==> src/diag_enable_pkg.sv <==
package diag_enable_pkg;
   // ****************************************
   // register byte offsets
   // ****************************************
   localparam logic [7:0] DIAG_ENABLE_OFFSET = 8'h00; // check enables
   localparam logic [7:0] ERROR_FLAGS_OFFSET = 8'h04; // sticky flags
   localparam logic [7:0] CLOCK_COUNT_OFFSET = 8'h08; // clock counter
   // ****************************************
   // enable register layout and reset
   // ****************************************
   localparam logic [23:0] DIAG_ENABLE_RESET = 24'h000040;
   localparam int MUST_BE_ZERO_BIT = 23;
   localparam int CLOCK_COUNTER_ENABLE_BIT = 22;
   localparam int CAP_CHECK_FAULT_TEST_BIT = 21;
   localparam int CAP_CHECK_SELECT_HI = 20;
   localparam int CAP_CHECK_SELECT_LO = 19;
   localparam int CAL_CHECK_ENABLE_BIT = 18;
   localparam int CONVERSION_CHECK_ENABLE_BIT = 17;
   localparam int SATURATION_CHECK_ENABLE_BIT = 16;
   localparam int POS_INPUT_OVERVOLT_ENABLE_BIT = 15;
   localparam int POS_INPUT_UNDERVOLT_ENABLE_BIT = 14;
   localparam int NEG_INPUT_OVERVOLT_ENABLE_BIT = 13;
   localparam int NEG_INPUT_UNDERVOLT_ENABLE_BIT = 12;
   localparam int REFERENCE_DETECT_ENABLE_BIT = 11;
   localparam int DIGITAL_REG_TRIP_TEST_BIT = 10;
   localparam int DIGITAL_REG_MONITOR_ENABLE_BIT = 9;
   localparam int ANALOG_REG_TRIP_TEST_BIT = 8;
   localparam int ANALOG_REG_MONITOR_ENABLE_BIT = 7;
   localparam int WRITE_IGNORE_REPORT_BIT = 6;
   // capacitor check selector codes
   localparam logic [1:0] CAP_SEL_ANALOG = 2'h1;
   localparam logic [1:0] CAP_SEL_DIGITAL = 2'h2;
   // ****************************************
   // error flag register layout
   // ****************************************
   localparam int FLAG_COUNT = 13;
   localparam int WRITE_IGNORE_FLAG = 0; // level, not sticky
   localparam int CAL_FLAG = 1;
   localparam int CONVERSION_ERROR_FLAG = 2;
   localparam int SATURATION_FLAG = 3;
   localparam int INPUT_FLAG_LO = 4; // neg uv, neg ov, pos uv, pos ov
   localparam int REFERENCE_FLAG = 8;
   localparam int DIGITAL_REG_ERROR_FLAG = 9;
   localparam int ANALOG_REG_ERROR_FLAG = 10;
   localparam int CAP_ANALOG_FAIL_FLAG = 11;
   localparam int CAP_DIGITAL_FAIL_FLAG = 12;
   // ****************************************
   // timing counts: capacitor check in hclk cycles, prescale in counted clock pulses
   // ****************************************
   localparam int CAP_CHECK_CYCLES = 64; // length of one capacitor check
   localparam int CLOCK_PRESCALE = 131; // counted clock pulses per step
   localparam logic [2:0] HSIZE_WORD = 3'h2;
   typedef enum logic {CAP_IDLE, CAP_RUN} cap_state_type;
endpackage

==> src/diagnostic_check_enables.sv <==
`timescale 1ns/100ps
`default_nettype none
module diagnostic_check_enables
   import diag_enable_pkg::*;
#(
   parameter int CAP_CYCLES = CAP_CHECK_CYCLES,
   parameter int PRESCALE = CLOCK_PRESCALE
) (
   input wire logic hclk,
   input wire logic hresetn,
   input wire logic hsel,
   input wire logic [31:0] haddr,
   input wire logic [1:0] htrans,
   input wire logic hwrite,
   input wire logic [2:0] hsize,
   input wire logic [31:0] hwdata,
   input wire logic hready,
   output logic hreadyout,
   output logic hresp,
   output logic [31:0] hrdata,
   input wire logic integrity_busy,
   input wire logic cal_fail,
   input wire logic conversion_fail,
   input wire logic saturation_detect,
   input wire logic [3:0] input_fault,
   input wire logic reference_low,
   input wire logic digital_reg_out_of_range,
   input wire logic analog_reg_out_of_range,
   input wire logic cap_absent,
   input wire logic clock_source_external,
   input wire logic external_clock,
   input wire logic oscillator_clock,
   output logic cap_disconnect,
   output logic cap_check_analog,
   output logic cap_check_digital,
   output logic digital_monitor_ground,
   output logic analog_monitor_negative_supply,
   output logic [3:0] input_monitor_enable,
   output logic reference_detect_on,
   output logic writes_refused
);
   // ****************************************
   // input synchronisers
   // ****************************************
   localparam int SYNC_W = 14;
   wire logic [SYNC_W-1:0] raw_in; // pin levels
   logic [SYNC_W-1:0] sync1_reg; // first stage only
   logic [SYNC_W-1:0] sync2_reg; // safe copy
   assign raw_in = {oscillator_clock, external_clock, clock_source_external,
                    cap_absent, analog_reg_out_of_range, digital_reg_out_of_range,
                    reference_low, input_fault, saturation_detect, conversion_fail,
                    cal_fail};
   // two flops ahead of any logic
   always_ff @(posedge hclk or negedge hresetn) begin
      if (!hresetn) begin
         sync1_reg <= '0;
         sync2_reg <= '0;
      end else begin
         sync1_reg <= raw_in;
         sync2_reg <= sync1_reg;
      end
   end
   wire logic cal_s = sync2_reg[0];
   wire logic conv_s = sync2_reg[1];
   wire logic sat_s = sync2_reg[2];
   wire logic [3:0] infault_s = sync2_reg[6:3];
   wire logic ref_s = sync2_reg[7];
   wire logic dreg_s = sync2_reg[8];
   wire logic areg_s = sync2_reg[9];
   wire logic cap_absent_s = sync2_reg[10];
   wire logic ext_sel_s = sync2_reg[11];
   wire logic ext_clk_s = sync2_reg[12];
   wire logic osc_clk_s = sync2_reg[13];

   // ****************************************
   // bus slave, one wait state per transfer
   // ****************************************
   logic pend_reg; // data phase in progress
   logic pend_write_reg; // pending transfer is a word write
   logic [7:0] pend_addr_reg; // latched offset
   logic [23:0] diag_reg; // enable register
   logic [FLAG_COUNT-1:0] flags_reg; // error flags
   logic [7:0] count_reg; // clock count
   logic busy_reg; // delayed integrity busy
   wire logic take = hsel & htrans[1] & hready; // address phase accepted
   wire logic refuse = integrity_busy | busy_reg;
   wire logic wr_ok = pend_reg & pend_write_reg & ~refuse;
   wire logic wr_diag = wr_ok & (pend_addr_reg == DIAG_ENABLE_OFFSET);
   wire logic wr_flags = wr_ok & (pend_addr_reg == ERROR_FLAGS_OFFSET);
   wire logic [31:0] rd_mux =
      (pend_addr_reg == DIAG_ENABLE_OFFSET) ? {8'h00, diag_reg} :
      (pend_addr_reg == ERROR_FLAGS_OFFSET) ? {19'h00000, flags_reg} :
      (pend_addr_reg == CLOCK_COUNT_OFFSET) ? {24'h000000, count_reg} :
      32'h00000000; // unmapped reads zero
   // address capture and ready
   always_ff @(posedge hclk or negedge hresetn) begin
      if (!hresetn) begin
         pend_reg <= 1'b0;
         pend_write_reg <= 1'b0;
         pend_addr_reg <= 8'h00;
         hreadyout <= 1'b1;
         hresp <= 1'b0;
         hrdata <= 32'h00000000;
      end else begin
         pend_reg <= take & ~pend_reg;
         hreadyout <= ~(take & ~pend_reg);
         hresp <= 1'b0; // always okay
         if (take & ~pend_reg) begin
            pend_write_reg <= hwrite & (hsize == HSIZE_WORD) & (haddr[31:8] == 24'h000000);
            pend_addr_reg <= (haddr[31:8] == 24'h000000) ? haddr[7:0] : 8'hFF;
         end
         if (pend_reg) begin
            hrdata <= rd_mux;
         end
      end
   end

   // ****************************************
   // capacitor check sequencer
   // ****************************************
   cap_state_type cap_state_reg;
   logic [15:0] cap_cnt_reg; // cycles left
   logic cap_digital_reg; // which supply is under test
   wire logic [1:0] cap_sel = diag_reg[CAP_CHECK_SELECT_HI:CAP_CHECK_SELECT_LO];
   wire logic cap_req = (cap_sel == CAP_SEL_ANALOG) | (cap_sel == CAP_SEL_DIGITAL);
   wire logic cap_done = (cap_state_reg == CAP_RUN) & (cap_cnt_reg == 16'h0000);
   // forced disconnect reports as absent capacitor
   wire logic cap_fail = cap_absent_s | diag_reg[CAP_CHECK_FAULT_TEST_BIT];
   // idle until a valid code, then time the check
   always_ff @(posedge hclk or negedge hresetn) begin
      if (!hresetn) begin
         cap_state_reg <= CAP_IDLE;
         cap_cnt_reg <= 16'h0000;
         cap_digital_reg <= 1'b0;
      end else begin
         case (cap_state_reg)
            CAP_IDLE: begin
               if (cap_req) begin
                  cap_state_reg <= CAP_RUN;
                  cap_cnt_reg <= 16'(CAP_CYCLES - 1);
                  cap_digital_reg <= (cap_sel == CAP_SEL_DIGITAL);
               end
            end
            CAP_RUN: begin
               if (cap_done) begin
                  cap_state_reg <= CAP_IDLE;
               end else begin
                  cap_cnt_reg <= cap_cnt_reg - 16'h0001;
               end
            end
            default: cap_state_reg <= CAP_IDLE;
         endcase
      end
   end

   // ****************************************
   // enable register
   // ****************************************
   logic [23:0] diag_next;
   // software write, then hardware clear of selector
   always_comb begin
      diag_next = diag_reg;
      if (wr_diag) begin
         diag_next = {1'b0, hwdata[22:0]}; // top bit kept at zero
      end
      if (cap_done) begin
         diag_next[CAP_CHECK_SELECT_HI:CAP_CHECK_SELECT_LO] = 2'h0;
      end
   end
   always_ff @(posedge hclk or negedge hresetn) begin
      if (!hresetn) begin
         diag_reg <= DIAG_ENABLE_RESET;
      end else begin
         diag_reg <= diag_next;
      end
   end

   // ****************************************
   // error flags, set wins over clear
   // ****************************************
   logic [FLAG_COUNT-1:0] flag_set; // hardware events
   logic [FLAG_COUNT-1:0] flag_clr; // software write-one-to-clear
   always_comb begin
      flag_set = '0;
      flag_set[CAL_FLAG] = diag_reg[CAL_CHECK_ENABLE_BIT] & cal_s;
      flag_set[CONVERSION_ERROR_FLAG] = diag_reg[CONVERSION_CHECK_ENABLE_BIT] & conv_s;
      flag_set[SATURATION_FLAG] = diag_reg[SATURATION_CHECK_ENABLE_BIT] & sat_s;
      flag_set[INPUT_FLAG_LO +: 4] = diag_reg[NEG_INPUT_UNDERVOLT_ENABLE_BIT +: 4] & infault_s;
      flag_set[REFERENCE_FLAG] = diag_reg[REFERENCE_DETECT_ENABLE_BIT] & ref_s;
      flag_set[DIGITAL_REG_ERROR_FLAG] = diag_reg[DIGITAL_REG_MONITOR_ENABLE_BIT]
         & (dreg_s | diag_reg[DIGITAL_REG_TRIP_TEST_BIT]);
      flag_set[ANALOG_REG_ERROR_FLAG] = diag_reg[ANALOG_REG_MONITOR_ENABLE_BIT]
         & (areg_s | diag_reg[ANALOG_REG_TRIP_TEST_BIT]);
      flag_set[CAP_ANALOG_FAIL_FLAG] = cap_done & ~cap_digital_reg & cap_fail;
      flag_set[CAP_DIGITAL_FAIL_FLAG] = cap_done & cap_digital_reg & cap_fail;
      flag_clr = wr_flags ? hwdata[FLAG_COUNT-1:0] : '0;
   end
   always_ff @(posedge hclk or negedge hresetn) begin
      if (!hresetn) begin
         flags_reg <= '0;
         busy_reg <= 1'b0;
      end else begin
         flags_reg[FLAG_COUNT-1:1] <= (flags_reg[FLAG_COUNT-1:1] & ~flag_clr[FLAG_COUNT-1:1])
            | flag_set[FLAG_COUNT-1:1];
         // ignore flag follows the running check
         flags_reg[WRITE_IGNORE_FLAG] <= integrity_busy & diag_reg[WRITE_IGNORE_REPORT_BIT];
         busy_reg <= integrity_busy;
      end
   end

   // ****************************************
   // master clock counter
   // ****************************************
   logic clk_prev_reg; // last sampled level
   logic [7:0] pre_reg; // prescaler
   wire logic clk_sel = ext_sel_s ? ext_clk_s : osc_clk_s;
   wire logic clk_edge = clk_sel & ~clk_prev_reg;
   wire logic pre_wrap = (pre_reg == 8'(PRESCALE - 1));
   // steps once per prescale pulses, wraps at 255
   always_ff @(posedge hclk or negedge hresetn) begin
      if (!hresetn) begin
         clk_prev_reg <= 1'b0;
         pre_reg <= 8'h00;
         count_reg <= 8'h00;
      end else begin
         clk_prev_reg <= clk_sel;
         if (diag_reg[CLOCK_COUNTER_ENABLE_BIT] & clk_edge) begin
            pre_reg <= pre_wrap ? 8'h00 : pre_reg + 8'h01;
            if (pre_wrap) begin
               count_reg <= count_reg + 8'h01;
            end
         end
      end
   end

   // ****************************************
   // analog control outputs
   // ****************************************
   assign cap_disconnect = diag_reg[CAP_CHECK_FAULT_TEST_BIT];
   always_ff @(posedge hclk or negedge hresetn) begin
      if (!hresetn) begin
         cap_check_analog <= 1'b0;
         cap_check_digital <= 1'b0;
      end else begin
         cap_check_analog <= (cap_state_reg == CAP_IDLE) ? (cap_sel == CAP_SEL_ANALOG) & cap_req
            : ~cap_digital_reg & ~cap_done;
         cap_check_digital <= (cap_state_reg == CAP_IDLE) ? (cap_sel == CAP_SEL_DIGITAL)
            : cap_digital_reg & ~cap_done;
      end
   end
   assign digital_monitor_ground = diag_reg[DIGITAL_REG_TRIP_TEST_BIT];
   assign analog_monitor_negative_supply = diag_reg[ANALOG_REG_TRIP_TEST_BIT];
   assign input_monitor_enable = diag_reg[NEG_INPUT_UNDERVOLT_ENABLE_BIT +: 4];
   assign reference_detect_on = diag_reg[REFERENCE_DETECT_ENABLE_BIT];
   assign writes_refused = flags_reg[WRITE_IGNORE_FLAG];
endmodule
`default_nettype wire

==> config.mk <==
export PLATFORM = sky130hd
export DESIGN_NAME = diagnostic_check_enables
export DESIGN_NICKNAME = d
export VERILOG_FILES = /design/src/diag_enable_pkg.sv /design/src/diagnostic_check_enables.sv
export SDC_FILE = /design/constraint.sdc
export NUM_CORES = 1
export LEC_CHECK = 0
export BUFFER_PORTS_ARGS = -buffer_cell sky130_fd_sc_hd__buf_2
export CORE_AREA = 3 3 87 130
export CTS_BUF_LIST = sky130_fd_sc_hd__clkbuf_4
export DETAILED_ROUTE_END_ITERATION = 10
export DIE_AREA = 0 0 90 133
export PLACE_DENSITY = 0.81
export SYNTH_ARGS = -nofsm -noshare
export SYNTH_HDL_FRONTEND = slang
export SYNTH_SLANG_ARGS = --single-unit
==> constraint.sdc <==
create_clock -name hclk -period 3.98 [get_ports hclk]
set_clock_uncertainty 0.15 [all_clocks]
set_input_delay 0.995 -clock hclk [delete_from_list [all_inputs] [get_ports hclk]]
set_output_delay 0.995 -clock hclk [all_outputs]
set_load 0.05 [all_outputs]
==> results.py <==
metrics = {
    "clock_network": {
        "root_buffer": "clkbuf_4",
        "cts.clk_slew.worst_paths_ns": 0.11,
        "cts_tree": "done",
        "cts_max_level": 4,
        "post_cts_buffers": 0,
        "cts_resized": 0,
        "clk_latency_ns": 0.52,
        "cts_buffers": 17,
        "cts.path.max_buffers": 2,
        "clock-sinks": 136,
        "ctsHoldBuffers": 0,
    },
    "finish": {
        "layout_commonest_cell": "dfrtp_1",
        "drive_above_1_share": 0.312,
        "mostFrequentLayoutCells": "134 x dfrtp_1, 112 x buf_2, 41 x nor2_1",
        "syn2layout_area_growth_pct": 16.2,
        "multi_input_area_sq_um": 2160,
        "n_antenna_cell": 0,
        "layout.cells.non_filler": 741,
        "fin_util": 0.657,
        "seqCellArea_sq_um": 3410,
        "layout.nets": 683,
        "n_fill_cell": 836,
    },
    "power": {
        "total_power_mw": 2.48,
        "netSwitchingPower_mw": 0.540,
        "p_leak_nw": 3.37,
        "pwr-share-clk": 0.391,
        "p_seq_frac": 0.566,
        "ir_drop_v": 0.000265,
        "swShare": 0.218,
        "power_density_nw_per_um2": 368,
        "comb_power_share": 0.043,
        "cellInternalPower_mw": 1.94,
    },
    "floorplanning": {
        "die_area_sq_um": 12000,
        "ios": 134,
        "floorplan.die.height_um": 133,
        "rows": 45,
        "die_w_um": 90,
        "initial_core_util": 0.565,
        "coreArea_sq_um": 10200,
    },
    "critical_path": {
        "start_kind": "flip-flop",
        "cp_top_family": "simple AND/OR/NAND/NOR gates",
        "path_class": "reg2reg",
        "critPathArrivalTime_ns": 3.02,
        "critPathMaxStageDelay_ns": 0.66,
        "cp_slowest_cell": "and4_1",
        "path_buf_inv": 1,
        "cp-end-kind": "flip-flop",
        "critPathMaxFanout": 13,
        "cp_cell_sequence": "inv_1, ha_1, nor4b_1, and4_1, a21oi_1, mux2_2",
        "worst_ep_required_time_ns": 4.24,
    },
    "grt": {
        "use_met2": 0.403,
        "use_met3": 0.0603,
        "grt_max_degree": 74,
        "top_usage_layer": "met2",
        "grt_pass1_wl_mm": 21.4,
        "met1_usage": 0.269,
        "antenna_found_initial": 0,
        "grt_pass1_vias": 4333,
        "grt_overflow": 0,
        "grtUsageTotal": 0.227,
    },
    "detailed_routing": {
        "finalWirelength_mm": 12.9,
        "num_vias": 4130,
        "drc": 0,
        "routedWlPerCell_um": 17.5,
        "first_pass_iters": 4,
        "ant_nets": 0,
        "drt_iter0_markers": 190,
        "viasPerCell": 5.57,
    },
    "sta": {
        "timing_hold_violations_final": 0,
        "finalHoldWorstSlack_ns": 0.205,
        "slew_headroom": 0.398,
        "min_period_over_period": 0.693,
        "tns_ns": 0,
        "maxSlewViolCount": 0,
        "tightest_slew_ns": 0.902,
        "fmax_ghz": 0.363,
        "period_needed_ns": 2.76,
        "setup_violations": 0,
        "rsz0062_at_grt": "false",
    },
    "yosys": {
        "synth.cell_area_sq_um": 5790,
        "synth_seq_area_share": 0.588,
        "ys_warn_count": 0,
        "synthFlopType": "dfrtp_1",
        "ys_types": 60,
        "synth-seq-cells": 136,
        "synth-edff-count": 0,
        "synth_area_per_cell_sq_um": 12.3,
        "synthCells": 471,
        "synthArstFlopShare": 1.00,
    },
    "placement": {
        "io_buffers": 113,
        "place_inst": 710,
        "hpwlAfterDp_mm": 9.07,
        "finalWeightedCongestion": 0.825,
    },
    "flow_run": {
        "cap_violations": 0,
    },
    "hold_path": {
        "hold_path_class": "reg2reg",
    },
    "outcome": {
        "outcome": "finished clean",
    },
}
==> per-stage QoR <==
step / setup WS (ns) / area, sq um
final: 1.22 / 6730
after global routing: 0.935 / 6730
after CTS: 1.23 / 6730
after detailed placement: 0.957 / 6430
after global placement: 0.988 / 6430
after floorplan: 1.17 / 5820
==> worst paths after layout <==
path | start | slack, ns | endpoint | depth (start not counted)
setup / recovery | cap_cnt_reg[0]$_DFFE_PN0P_ | 1.22 | cap_cnt_reg[0]$_DFFE_PN0P_ | 6
hold / removal | sync1_reg[8]$_DFF_PN0_ | 0.20 | sync2_reg[8]$_DFF_PN0_ | 0
setup reg to reg | cap_cnt_reg[0]$_DFFE_PN0P_ | 1.22 | cap_cnt_reg[0]$_DFFE_PN0P_ | 6
hold reg to reg | sync1_reg[8]$_DFF_PN0_ | 0.20 | sync2_reg[8]$_DFF_PN0_ | 0
max in group asynchronous | hresetn | 2.56 | diag_reg[6]$_DFFE_PN1P_ | 2
min in group asynchronous | hresetn | 0.34 | pend_addr_reg[2]$_DFFE_PN0P_ | 1
==> power by group through the flow <==
stage,clock network (mW),logic [mW],registers (mW)
after global routing,1.05,0.119,1.41
after CTS,0.990,0.109,1.40
after detailed placement,0,0.108,1.43
final,0.969,0.107,1.40
after floorplan,0,0.0398,1.43
after global placement,0,0.106,1.43
==> layer usage <==
layer / wire length, um / vias up
li1: - / 1916
met1: 5020 / 2069
met2: 7090 / 132
met3: 643 / 13
met4: 175 / 0
met5: 0 / -
==> Yosys cell counts (3+ instances only) <==
library cell / instances / area share
a21bo_2: 4 / 0.0069
a21oi_1: 22 / 0.019
a22o_1: 19 / 0.029
and3_1: 4 / 0.0043
buf_1: 3 / 0.0019
buf_4: 14 / 0.018
clkbuf_1: 9 / 0.0058
dfrtp_1: 134 / 0.58
ha_1: 6 / 0.013
inv_1: 10 / 0.0065
mux2_2: 6 / 0.012
mux2_4: 18 / 0.047
mux2i_1: 20 / 0.035
nand2_1: 28 / 0.018
nand2b_1: 4 / 0.0043
nand3_1: 11 / 0.0095
nand4_1: 10 / 0.011
nand4bb_1: 3 / 0.0058
nor2_1: 41 / 0.027
nor4_1: 14 / 0.015
o211ai_1: 3 / 0.0039
o21ai_0: 10 / 0.0086
o2bb2ai_1: 15 / 0.023
or3_1: 3 / 0.0032
or4_1: 4 / 0.0052
xnor2_1: 12 / 0.018
==> worst reg2reg max path: stages (launching register included) <==
cell     delay (ns)
dfrtp_1        0.43
inv_1          0.08
ha_1           0.22
nor4b_1        0.59
and4_1         0.66
a21oi_1        0.20
mux2_2         0.32
==> area by class of cell <==
class                      count  share of cell area
clock inverter                11              0.0230
sequential                   136               0.506
multi-input combinational    301               0.321
tap                          141              0.0262
clock buffer                  20              0.0223
timing repair buffer         120              0.0946
inverter                      12             0.00669
==> kinds of logic (layout without fill, tap and decap cells) <==
kind of cell,after synthesis,in the layout,share of synthesized area
buffers and inverters,43,163,0.0454
DFF,136,136,0.588
muxes,44,44,0.0929
other,1,10,0.000648
xor gates and xnor gates,14,14,0.0212
AOI/OAI and AO/OA,85,85,0.106
and+or+nand+nor,142,142,0.133
adders and majority gates,6,6,0.0130
No activity file was read; power rests on OpenSTA's default activity.
